File: src/core/fcs_pkg.sv
// Shared constants and types of the cooling fan speed controller.
`default_nettype none
package fcs_pkg;
    // ------------------------------------------------------------
    // Timing
    // ------------------------------------------------------------
    localparam int CLK_HZ = 100_000_000;
    localparam int PWM_FREQ_HZ = 25_000;
    localparam int PWM_STEPS = 255;
    localparam int PWM_STEP_CYC = CLK_HZ / (PWM_FREQ_HZ * PWM_STEPS);
    localparam int PRE_W = $clog2(PWM_STEP_CYC);
    localparam int SPEED_WIN_MS = 1000;
    localparam int SPEED_WIN_CYC = (CLK_HZ / 1000) * SPEED_WIN_MS;
    localparam int RPM_PER_COUNT = 60_000 / SPEED_WIN_MS;
    localparam int STALL_MS = 500;
    localparam int STALL_CYC = (CLK_HZ / 1000) * STALL_MS;
    // ------------------------------------------------------------
    // Register map
    // ------------------------------------------------------------
    localparam int ADDR_W = 12;
    localparam logic [11:0] ADDR_ENABLE = 12'h000;
    localparam logic [11:0] ADDR_INT_EN = 12'h004;
    localparam logic [11:0] ADDR_INT_STAT = 12'h008;
    localparam logic [11:0] ADDR_CH_BASE = 12'h010;
    localparam int CH_SHIFT = 4;
    localparam logic [1:0] CH_CFG = 2'h0;
    localparam logic [1:0] CH_DUTY = 2'h1;
    localparam logic [1:0] CH_TARGET = 2'h2;
    localparam logic [1:0] CH_RPM = 2'h3;
    localparam int INT_STALL_LSB = 0;
    localparam int INT_REACHED_LSB = 8;
    // ------------------------------------------------------------
    // Channel configuration fields
    // ------------------------------------------------------------
    localparam int CFG_W = 15;
    localparam int CFG_AUTO_BIT = 0;
    localparam int CFG_NORESTART_BIT = 1;
    localparam int CFG_FAST_BIT = 2;
    localparam int CFG_START_LSB = 3;
    localparam int CFG_SEDGE_LSB = 5;
    localparam int CFG_SPACING_LSB = 8;
    localparam int CFG_AVG_LSB = 11;
    localparam int CFG_PPR_LSB = 13;
    localparam logic [14:0] CFG_RST = 15'h0000;
    localparam logic [7:0] DUTY_RST = 8'h00;
    localparam logic [15:0] TARGET_RST = 16'h0000;
    // ------------------------------------------------------------
    // Duty values and loop tuning
    // ------------------------------------------------------------
    localparam logic [7:0] DUTY_50 = 8'h80;
    localparam logic [7:0] DUTY_75 = 8'hBF;
    localparam logic [7:0] DUTY_FULL = 8'hFF;
    localparam logic [7:0] RAMP_SLOW_STEP = 8'h01;
    localparam logic [7:0] RAMP_FAST_STEP = 8'h08;
    localparam logic [16:0] RPM_TOL = 17'h0003C;
    typedef enum logic [1:0] {
        LOOP_OFF = 2'b00,
        LOOP_START = 2'b01,
        LOOP_RUN = 2'b10,
        LOOP_STALL = 2'b11
    } fcs_loop_t;
endpackage
`default_nettype wire

File: src/core/fcs_tach.sv
// Tachometer meter of one channel: speed in RPM, edge pulses, stall detection.
`timescale 1ns/1ns
`default_nettype none
module fcs_tach #(
    parameter int WIN_CYC = fcs_pkg::SPEED_WIN_CYC, // Speed window at one pulse per rev.
    parameter int STALL_CYC = fcs_pkg::STALL_CYC // Cycles without an edge that mean stall.
) (
    input wire logic ref_clk, // System clock.
    input wire logic rstn, // Asynchronous reset, active low.
    input wire logic chan_on, // Channel enabled.
    input wire logic drive_on, // PWM output is driving the fan.
    input wire logic tach_in, // Tachometer input.
    input wire logic [1:0] ppr_log, // Log2 of tach pulses per revolution.
    input wire logic [1:0] avg_log, // Log2 of samples averaged, zero for none.
    output logic tach_edge, // One-cycle pulse per rising tach edge.
    output logic stall_evt, // One-cycle pulse when a stall is declared.
    output logic [15:0] rpm // Measured speed.
);
    import fcs_pkg::*;
    localparam int WW = $clog2(WIN_CYC + 1);
    localparam int SW = $clog2(STALL_CYC + 1);
    typedef struct packed {
        logic tach_q;
        logic rise;
        logic [WW-1:0] win;
        logic [15:0] pulses;
        logic [18:0] acc;
        logic [3:0] nsamp;
        logic [15:0] rpm;
        logic [SW-1:0] idle;
        logic stalled;
        logic stall;
    } fcs_tach_st_t;
    fcs_tach_st_t s_reg, s_next;
    logic [WW-1:0] win_len;
    logic [18:0] sum;
    logic [31:0] speed;

    // ------------------------------------------------------------
    // Measurement and stall logic
    // ------------------------------------------------------------
    // A shorter window per extra pulse keeps the RPM scale a plain constant.
    always_comb begin
        s_next = s_reg;
        win_len = WW'(WIN_CYC >> ppr_log);
        sum = s_reg.acc + 19'(s_reg.pulses);
        speed = 32'(sum >> avg_log) * 32'(RPM_PER_COUNT);
        s_next.rise = tach_in && !s_reg.tach_q;
        s_next.tach_q = tach_in;
        s_next.stall = 1'b0;
        if (!chan_on) begin
            s_next = '0;
            s_next.tach_q = tach_in;
        end else begin
            if (s_reg.win >= win_len - WW'(1)) begin
                s_next.win = '0;
                s_next.pulses = 16'(s_next.rise);
                if (s_reg.nsamp >= (4'h1 << avg_log) - 4'h1) begin
                    s_next.rpm = (speed > 32'h0000FFFF) ? 16'hFFFF : speed[15:0];
                    s_next.acc = '0;
                    s_next.nsamp = '0;
                end else begin
                    s_next.acc = sum;
                    s_next.nsamp = s_reg.nsamp + 4'h1;
                end
            end else begin
                s_next.win = s_reg.win + WW'(1);
                s_next.pulses = s_reg.pulses + 16'(s_next.rise);
            end
            // One stall pulse per silence; the next edge or a cycle without drive re-arms it.
            if (s_next.rise || !drive_on) begin
                s_next.idle = '0;
                s_next.stalled = 1'b0;
            end else if (!s_reg.stalled) begin
                if (s_reg.idle == SW'(STALL_CYC - 1)) begin
                    s_next.stall = 1'b1;
                    s_next.stalled = 1'b1;
                end else begin
                    s_next.idle = s_reg.idle + SW'(1);
                end
            end
        end
    end

    // State register.
    always_ff @(posedge ref_clk or negedge rstn) begin
        if (!rstn) begin
            s_reg <= '0;
        end else begin
            s_reg <= s_next;
        end
    end

    assign tach_edge = s_reg.rise;
    assign stall_evt = s_reg.stall;
    assign rpm = s_reg.rpm;
endmodule // fcs_tach
`default_nettype wire

File: src/core/fcs_top.sv
// Multi-channel cooling fan speed controller with APB registers.
`timescale 1ns/1ns
`default_nettype none
module fcs_top #(
    parameter int NCH = 4, // Number of fan channels, at most eight.
    parameter int WIN_CYC = fcs_pkg::SPEED_WIN_CYC, // Speed window length in cycles.
    parameter int STALL_CYC = fcs_pkg::STALL_CYC // Stall timeout in cycles.
) (
    input wire logic ref_clk, // System clock, 100 MHz.
    input wire logic rstn, // Asynchronous reset, active low.
    input wire logic [fcs_pkg::ADDR_W-1:0] paddr, // APB byte address.
    input wire logic psel, // APB select.
    input wire logic penable, // APB enable.
    input wire logic pwrite, // APB write when high.
    input wire logic [31:0] pwdata, // APB write data.
    output logic [31:0] prdata, // APB read data.
    output logic pready, // APB ready.
    output logic pslverr, // APB error on unmapped address.
    input wire logic [NCH-1:0] tach_in, // Tachometer inputs, one per fan.
    output logic [NCH-1:0] pwm_out, // PWM drive, one per fan.
    output logic irq // Interrupt request, active high.
);
    import fcs_pkg::*;
    typedef struct packed {
        logic [NCH-1:0] en;
        logic [NCH-1:0][CFG_W-1:0] cfg;
        logic [NCH-1:0][7:0] mduty;
        logic [NCH-1:0][15:0] target;
        logic [NCH-1:0][7:0] aduty;
        fcs_loop_t [NCH-1:0] loop;
        logic [NCH-1:0][8:0] ecnt;
        logic [NCH-1:0] at_speed;
        logic [31:0] int_en;
        logic [31:0] int_st;
        logic [PRE_W-1:0] pre;
        logic [7:0] pcnt;
        logic [NCH-1:0] pwm;
        logic [31:0] prdata;
        logic pready;
        logic pslverr;
        logic irq;
    } fcs_state_t;
    fcs_state_t s_reg, s_next;

    logic [NCH-1:0] tedge;
    logic [NCH-1:0] stall;
    logic [NCH-1:0][15:0] rpm;
    logic [NCH-1:0][7:0] eff;
    logic [31:0] int_mask;
    logic [31:0] int_set;
    logic [31:0] int_clr;
    logic [31:0] rdat;
    logic [ADDR_W-1:0] off;
    logic [1:0] sel;
    logic hit;
    logic wr;
    logic setup;
    int chi;
    logic auto_m;
    logic [1:0] sdsel;
    logic [8:0] sedges;
    logic [8:0] spacing;
    logic [7:0] step;
    logic [7:0] kick;
    logic go_up;
    logic go_dn;
    logic at;

    // ------------------------------------------------------------
    // Per-channel tachometer meters
    // ------------------------------------------------------------
    // Each channel owns its meter, so channels never interact.
    for (genvar g = 0; g < NCH; g++) begin : g_ch
        fcs_tach #(
            .WIN_CYC(WIN_CYC),
            .STALL_CYC(STALL_CYC)
        ) u_tach (
            .ref_clk(ref_clk),
            .rstn(rstn),
            .chan_on(s_reg.en[g]),
            .drive_on(s_reg.en[g] && (eff[g] != 8'h00)),
            .tach_in(tach_in[g]),
            .ppr_log(s_reg.cfg[g][CFG_PPR_LSB +: 2]),
            .avg_log(s_reg.cfg[g][CFG_AVG_LSB +: 2]),
            .tach_edge(tedge[g]),
            .stall_evt(stall[g]),
            .rpm(rpm[g])
        );
    end

    // ------------------------------------------------------------
    // Effective duty and event mask layout
    // ------------------------------------------------------------
    // A disabled channel drives zero duty; manual mode uses the written duty.
    always_comb begin
        int_mask = '0;
        for (int i = 0; i < NCH; i++) begin
            int_mask[INT_STALL_LSB + i] = 1'b1;
            int_mask[INT_REACHED_LSB + i] = 1'b1;
            if (!s_reg.en[i]) begin
                eff[i] = 8'h00;
            end else if (s_reg.cfg[i][CFG_AUTO_BIT]) begin
                eff[i] = s_reg.aduty[i];
            end else begin
                eff[i] = s_reg.mduty[i];
            end
        end
    end

    // ------------------------------------------------------------
    // Next-state logic: bus slave, control loops, events, PWM
    // ------------------------------------------------------------
    always_comb begin
        s_next = s_reg;
        setup = psel && !penable;
        wr = psel && penable && s_reg.pready && pwrite;
        int_set = '0;
        int_clr = '0;
        rdat = '0;
        hit = 1'b1;
        chi = 0;
        off = paddr - ADDR_CH_BASE;
        sel = paddr[3:2];
        auto_m = 1'b0;
        sdsel = 2'b00;
        sedges = 9'h000;
        spacing = 9'h000;
        step = 8'h00;
        kick = 8'h00;
        go_up = 1'b0;
        go_dn = 1'b0;
        at = 1'b0;

        // Address decode; reads are sampled in the setup cycle.
        if (paddr == ADDR_ENABLE) begin
            rdat = 32'(s_reg.en);
            if (wr) begin
                s_next.en = pwdata[NCH-1:0];
            end
        end else if (paddr == ADDR_INT_EN) begin
            rdat = s_reg.int_en;
            if (wr) begin
                s_next.int_en = pwdata & int_mask;
            end
        end else if (paddr == ADDR_INT_STAT) begin
            rdat = s_reg.int_st;
            if (wr) begin
                int_clr = pwdata;
            end
        end else if (paddr >= ADDR_CH_BASE && (off >> CH_SHIFT) < ADDR_W'(NCH)
                     && paddr[1:0] == 2'b00) begin
            chi = int'(off >> CH_SHIFT);
            case (sel)
                CH_CFG: begin
                    rdat = 32'(s_reg.cfg[chi]);
                    if (wr) begin
                        s_next.cfg[chi] = pwdata[CFG_W-1:0];
                    end
                end
                CH_DUTY: begin
                    if (s_reg.cfg[chi][CFG_AUTO_BIT]) begin
                        rdat = 32'(s_reg.aduty[chi]);
                    end else begin
                        rdat = 32'(s_reg.mduty[chi]);
                    end
                    if (wr) begin
                        s_next.mduty[chi] = pwdata[7:0];
                    end
                end
                CH_TARGET: begin
                    rdat = 32'(s_reg.target[chi]);
                    if (wr) begin
                        s_next.target[chi] = pwdata[15:0];
                    end
                end
                default: begin
                    rdat = {14'h0000, s_reg.loop[chi], rpm[chi]};
                end
            endcase
        end else begin
            hit = 1'b0;
        end
        s_next.pready = setup;
        s_next.pslverr = setup && !hit;
        s_next.prdata = (setup && !pwrite) ? rdat : 32'h00000000;

        // Closed-loop control, one pass per channel.
        for (int i = 0; i < NCH; i++) begin
            auto_m = s_reg.cfg[i][CFG_AUTO_BIT];
            // Cleared per channel so an idle channel never inherits a neighbour's state.
            at = 1'b0;
            sdsel = s_reg.cfg[i][CFG_START_LSB +: 2];
            sedges = 9'h002 << s_reg.cfg[i][CFG_SEDGE_LSB +: 3];
            spacing = 9'h001 << s_reg.cfg[i][CFG_SPACING_LSB +: 3];
            step = s_reg.cfg[i][CFG_FAST_BIT] ? RAMP_FAST_STEP : RAMP_SLOW_STEP;
            case (sdsel)
                2'b01: kick = DUTY_50;
                2'b10: kick = DUTY_75;
                default: kick = DUTY_FULL;
            endcase
            go_up = ({1'b0, rpm[i]} + RPM_TOL) < {1'b0, s_reg.target[i]};
            go_dn = {1'b0, rpm[i]} > ({1'b0, s_reg.target[i]} + RPM_TOL);
            // Manual mode keeps the loop idle, so its options have no effect.
            if (!s_reg.en[i] || !auto_m) begin
                s_next.loop[i] = LOOP_OFF;
                s_next.ecnt[i] = 9'h000;
            end else begin
                case (s_reg.loop[i])
                    LOOP_OFF: begin
                        s_next.ecnt[i] = 9'h000;
                        if (sdsel != 2'b00) begin
                            s_next.loop[i] = LOOP_START;
                            s_next.aduty[i] = kick;
                        end else begin
                            s_next.loop[i] = LOOP_RUN;
                        end
                    end
                    LOOP_START: begin
                        if (tedge[i]) begin
                            if (s_reg.ecnt[i] + 9'h001 >= sedges) begin
                                s_next.loop[i] = LOOP_RUN;
                                s_next.ecnt[i] = 9'h000;
                            end else begin
                                s_next.ecnt[i] = s_reg.ecnt[i] + 9'h001;
                            end
                        end
                    end
                    LOOP_RUN: begin
                        if (tedge[i]) begin
                            if (s_reg.ecnt[i] + 9'h001 >= spacing) begin
                                s_next.ecnt[i] = 9'h000;
                                if (go_up) begin
                                    s_next.aduty[i] = (s_reg.aduty[i] > DUTY_FULL - step) ?
                                        DUTY_FULL : s_reg.aduty[i] + step;
                                end else if (go_dn) begin
                                    s_next.aduty[i] = (s_reg.aduty[i] < step) ?
                                        8'h00 : s_reg.aduty[i] - step;
                                end
                            end else begin
                                s_next.ecnt[i] = s_reg.ecnt[i] + 9'h001;
                            end
                        end
                    end
                    default: begin
                        s_next.aduty[i] = 8'h00;
                    end
                endcase
                // A stall either parks the channel or kicks it again.
                if (stall[i] && s_reg.loop[i] != LOOP_STALL) begin
                    s_next.ecnt[i] = 9'h000;
                    if (s_reg.cfg[i][CFG_NORESTART_BIT]) begin
                        s_next.loop[i] = LOOP_STALL;
                        s_next.aduty[i] = 8'h00;
                    end else begin
                        s_next.loop[i] = (sdsel != 2'b00) ? LOOP_START : LOOP_RUN;
                        s_next.aduty[i] = kick;
                    end
                end
                at = (s_reg.loop[i] == LOOP_RUN) && !go_up && !go_dn;
            end
            s_next.at_speed[i] = at;
            int_set[INT_STALL_LSB + i] = s_reg.en[i] && stall[i];
            int_set[INT_REACHED_LSB + i] = at && !s_reg.at_speed[i];
        end

        // A new event wins over a clear written in the same cycle.
        s_next.int_st = ((s_reg.int_st & ~int_clr) | int_set) & int_mask;
        s_next.irq = |(s_next.int_st & s_reg.int_en);

        // PWM time base: one step per prescaler wrap, 255 steps per period.
        if (s_reg.pre == PRE_W'(PWM_STEP_CYC - 1)) begin
            s_next.pre = '0;
            if (s_reg.pcnt == 8'(PWM_STEPS - 1)) begin
                s_next.pcnt = 8'h00;
            end else begin
                s_next.pcnt = s_reg.pcnt + 8'h01;
            end
        end else begin
            s_next.pre = s_reg.pre + PRE_W'(1);
        end
        // Full duty never drops low because the step count stops one short.
        for (int i = 0; i < NCH; i++) begin
            s_next.pwm[i] = eff[i] > s_reg.pcnt;
        end
    end

    // ------------------------------------------------------------
    // State register
    // ------------------------------------------------------------
    // Reset leaves every channel disabled with its outputs low.
    always_ff @(posedge ref_clk or negedge rstn) begin
        if (!rstn) begin
            s_reg <= '0;
            for (int i = 0; i < NCH; i++) begin
                s_reg.cfg[i] <= CFG_RST;
                s_reg.mduty[i] <= DUTY_RST;
                s_reg.target[i] <= TARGET_RST;
            end
        end else begin
            s_reg <= s_next;
        end
    end

    assign prdata = s_reg.prdata;
    assign pready = s_reg.pready;
    assign pslverr = s_reg.pslverr;
    assign pwm_out = s_reg.pwm;
    assign irq = s_reg.irq;
endmodule // fcs_top
`default_nettype wire

File: config.mk
export PLATFORM = sky130hd
export DESIGN_NAME = fcs_top
export DESIGN_NICKNAME = d
export VERILOG_FILES = /design/src/core/fcs_pkg.sv /design/src/core/fcs_tach.sv /design/src/core/fcs_top.sv
export SDC_FILE = /design/constraint.sdc
export NUM_CORES = 2
export LEC_CHECK = 0
export ABC_AREA = 0
export BUFFER_PORTS_ARGS = -buffer_cell sky130_fd_sc_hd__buf_4
export CORE_MARGIN = 2
export CORE_UTILIZATION = 50
export DETAILED_ROUTE_END_ITERATION = 12
export PLACE_DENSITY_LB_ADDON = 0.15
export SLEW_MARGIN = 20
export SYNTH_ARGS = -nofsm -noshare
export SYNTH_HDL_FRONTEND = slang
export SYNTH_SLANG_ARGS = --single-unit
File: constraint.sdc
create_clock -name ref_clk -period 12 [get_ports ref_clk]
set_clock_uncertainty 0.1 [all_clocks]
set_input_delay 2.4 -clock ref_clk [delete_from_list [all_inputs] [get_ports ref_clk]]
set_output_delay 2.4 -clock ref_clk [all_outputs]
set_load 0.01 [all_outputs]
==> impl_results.md <==
- Final hold vios: 0
- Slew Viols, Final: 0
- Worst setup path endpoint: g_ch[0].u_tach.rpm[3]
- Via Count: 47600
- Total GRT Usage: 0.2563
- Largest net degree at the start of global routing: 175
- VDD IR max: 0.0001209 V
- Final period utilization: 0.6526
- Final setup vio count: 0
- Worst Tran Pin Value: 1.093 ns
- Max reg flops: around 380
- Post-route ant nets: 0
- Post-CTS Setup Inserts: 0
- Layout cells sized above 1: 0.08313
- Max Cap Viol: 0
- Post-Syn Instances: 6603
- Non-Filler Instances: 8154
- Vias per cell: 5.838
- Die span in x: 348.7 um
- CP startpoint: g_ch[0].u_tach.s_reg[48]
- HPWL Detailed: 117.0 mm
- Total CTS buffers: 91
- Post-CTS sizing: 0
- Synth warnings: 0
- CP Data Required Time: 12.47 ns
- Minimum clock period: 7.831 ns
- Die footprint: 121600 sq um
- Static Leak: 31.19 nW
- CTS Hold Bufs: 0
- CTS sink cnt: 737
- Placed cells: 7987
- H-tree levels: 3
- PwrDens: 100.8 nW/um^2
- Fin Setup TNS: 0 ns
- Hold crit path type: flip-flop to flip-flop
- R2r endpoint: g_ch[0].u_tach.rpm[3]
- Clk Latency, worst-skew pair: 0.71 ns
- Hold WS: 0.3388 ns
- Clk pin slew, worst setup/hold paths: 0.06 ns
- Register area share after synthesis: 0.3104
- Gr ovfl total: 0
- Crit Reg-Reg Startpoint: g_ch[0].u_tach.s_reg[48]
- Crit path max fanout: 10
- Achievable frequency: 127.7 MHz
- Drt initial violations: 3500
- Row count: between 100 and 150
- Max clock buf depth: 3
- Buffers on Ports: 61
- First-pass GRT wire length: 253.2 mm
- Post-synth EDFFs: 0
- Synth Flop Type: dfrtp_1
- Max_slew headroom: 0.2523
- Ys async rst share: 1.000
- Status: finished clean
- FF-to-FF path depth: 26
- Number of antenna violations at the first check in global routing: 8
- Yosys reg bits: between 700 and 800
- PnR Total Power: 6.483 mW
- Core area: 117900 sq um
- Root buf cell: clkbuf_16
- IO Count: 92
- Setup CP Type: flip-flop to flip-flop
- Die height: 348.7 um
- Initial core utilization: 0.5038
- Number of global-route vias before repair: roughly 47000
- Drt drc: 0
- CTS tree: done
- R2R Setup Slk: 4.17 ns
- Layout Nets: roughly 7300
- CP arrival: just over 8 ns
- Fin util: 0.5452
- Routed WL per cell: 19.07 um
- Syn Area/Cell: 8.997 sq um
- Drt pass-1 iters: 6
- Setup crit start kind: flip-flop
- CP Capture Type: flip-flop
- RSZ-0062 raised after global routing: false
- Routed WL: 155.5 mm
- Syn-to-layout area delta: 8.226%
- Final Wtd Congestion: roughly 0.95
- Synth Cell Area: 59410 sq um
- Unique cell type count in the Yosys netlist: 105
==> how the worst min path moves through the flow <==
stage	startpoint	endpoint	slack (ns)	depth (start not counted)
final	g_ch[1].u_tach.s_reg[111]	g_ch[1].u_tach.tach_edge	0.34	1
after floorplan	g_ch[0].u_tach.s_reg[111]	g_ch[0].u_tach.tach_edge	0.30	1
after global placement	g_ch[1].u_tach.s_reg[111]	g_ch[1].u_tach.tach_edge	0.31	1
after global routing	g_ch[2].u_tach.s_reg[111]	g_ch[2].u_tach.tach_edge	0.37	1
after CTS	g_ch[1].u_tach.s_reg[111]	g_ch[1].u_tach.tach_edge	0.35	1
after detailed placement	g_ch[1].u_tach.s_reg[111]	g_ch[1].u_tach.tach_edge	0.32	1
==> through the flow <==
| stage | setup slack [ns] | area [sq um] |
|---|---|---|
| 2_1_floorplan | 5.389 | 59490 |
| 3_3_place_gp | 4.335 | 61080 |
| 3_5_place_dp | 4.273 | 61080 |
| 4_1_cts | 4.195 | 64270 |
| 5_1_grt | 3.660 | 64290 |
| 6_report | 4.169 | 64300 |
==> power by group <==
part / leakage [nW] / switching (mW) / total [mW] / internal [mW]
combinational: 20.0 / 0.529 / 0.889 / 0.360
sequential: 9.62 / 0.0778 / 2.63 / 2.55
clock: 1.56 / 1.19 / 2.96 / 1.78
total: 31.2 / 1.79 / 6.48 / 4.69
==> critical path, stage by stage (launching register included) <==
cell      delay [ns]
dfrtp_1         0.39
ha_1            0.25
fa_1            0.46
a211oi_1        0.33
o211ai_1        0.16
nand2_1         0.09
o31a_1          0.24
nor3_1          0.08
a311oi_1        0.63
mux2i_1         0.27
mux2i_1         0.61
xor2_1          0.14
ha_1            0.31
inv_1           0.05
fa_1            0.49
inv_1           0.04
ha_1            0.37
a21o_1          0.21
a21oi_1         0.17
nor2b_1         0.08
nor2_1          0.11
o21ai_0         0.10
a221oi_1        0.32
mux2_2          0.38
a211oi_2        0.64
nand2_1         0.34
o221a_2         0.35
==> cells in the final DEF, fill, tap and decap left out, drive strengths merged, types with 17 or more instances in the layout <==
| cell | n |
|---|---|
| a211oi | 42 |
| a21o | 143 |
| a21oi | 304 |
| a22o | 61 |
| a31oi | 58 |
| and2 | 34 |
| and3 | 99 |
| buf | 99 |
| clkbuf | 119 |
| clkinv | 21 |
| conb | 24 |
| dfrtp | 737 |
| fa | 92 |
| ha | 594 |
| inv | 504 |
| maj3 | 26 |
| mux2 | 113 |
| mux2i | 107 |
| mux4 | 78 |
| nand2 | 558 |
| nand2b | 64 |
| nand3 | 251 |
| nand3b | 42 |
| nand4 | 103 |
| nor2 | 633 |
| nor2b | 62 |
| nor3 | 82 |
| nor3b | 26 |
| nor4 | 21 |
| o211ai | 28 |
| o21a | 71 |
| o21ai | 421 |
| o21bai | 36 |
| o221a | 22 |
| o22ai | 23 |
| or2 | 19 |
| or3 | 29 |
| or3b | 17 |
| xnor2 | 303 |
| xor2 | 268 |
==> cells in the mapped netlist (29+ instances only) <==
master      n  share of area
nand2b_1   64         0.0067
o21bai_1   36         0.0045
o21a_1     71         0.0090
buf_4      37         0.0047
a21o_1    143          0.018
a22o_1     61         0.0090
nand3_1   251          0.021
nor2_1    633          0.040
nand4_1   102          0.011
a21oi_1   302          0.025
mux2_2    111          0.021
or3_1      29         0.0031
and2_1     34         0.0036
ha_1      594           0.13
nand2_1   558          0.035
nor2b_1    62         0.0065
dfrtp_1   737           0.31
a211oi_1   41         0.0052
and3_1     99          0.010
inv_1     494          0.031
nand3b_1   42         0.0053
xor2_1    267          0.039
a31oi_1    56         0.0059
nor3_1     82         0.0069
mux2i_1   105          0.018
o21ai_0   406          0.034
clkbuf_1  198          0.013
fa_1       92          0.031
mux4_2     78          0.030
xnor2_1   303          0.045
==> logic make-up (layout without fill, tap and decap cells) <==
family | after synthesis | after routing | synth area share
buffers and inverters | 770 | 761 | 0.05124
AOI/OAI and AO/OA | 1413 | 1413 | 0.1548
and+or+nand+nor | 2100 | 2100 | 0.1694
xor gates and xnor gates | 571 | 571 | 0.08431
adders and majority gates | 712 | 712 | 0.1605
DFF | 737 | 737 | 0.3104
muxes | 298 | 298 | 0.06921
other | 2 | 26 | 0.0001264
==> layout make-up <==
class	instances	area, sq um
Multi-Input combinational cell	5118	38090
Clock buffer	119	2494
Sequential cell	737	18440
Fill cell	10760	53630
Tap cell	1536	1922
Clock inverter	46	693.2
Timing Repair Buffer	99	788.3
Inverter	497	1866
Antenna cell	2	5.005
==> routing by layer <==
layer	track usage	share of wire	up-vias
met5	0	0.00017	-
met4	0.07451	0.029	4
met3	0.03380	0.059	255
met2	0.4100	0.45	1120
met1	0.3627	0.46	23090
li1	-	-	23130
No activity file was read; power rests on OpenSTA's default activity.
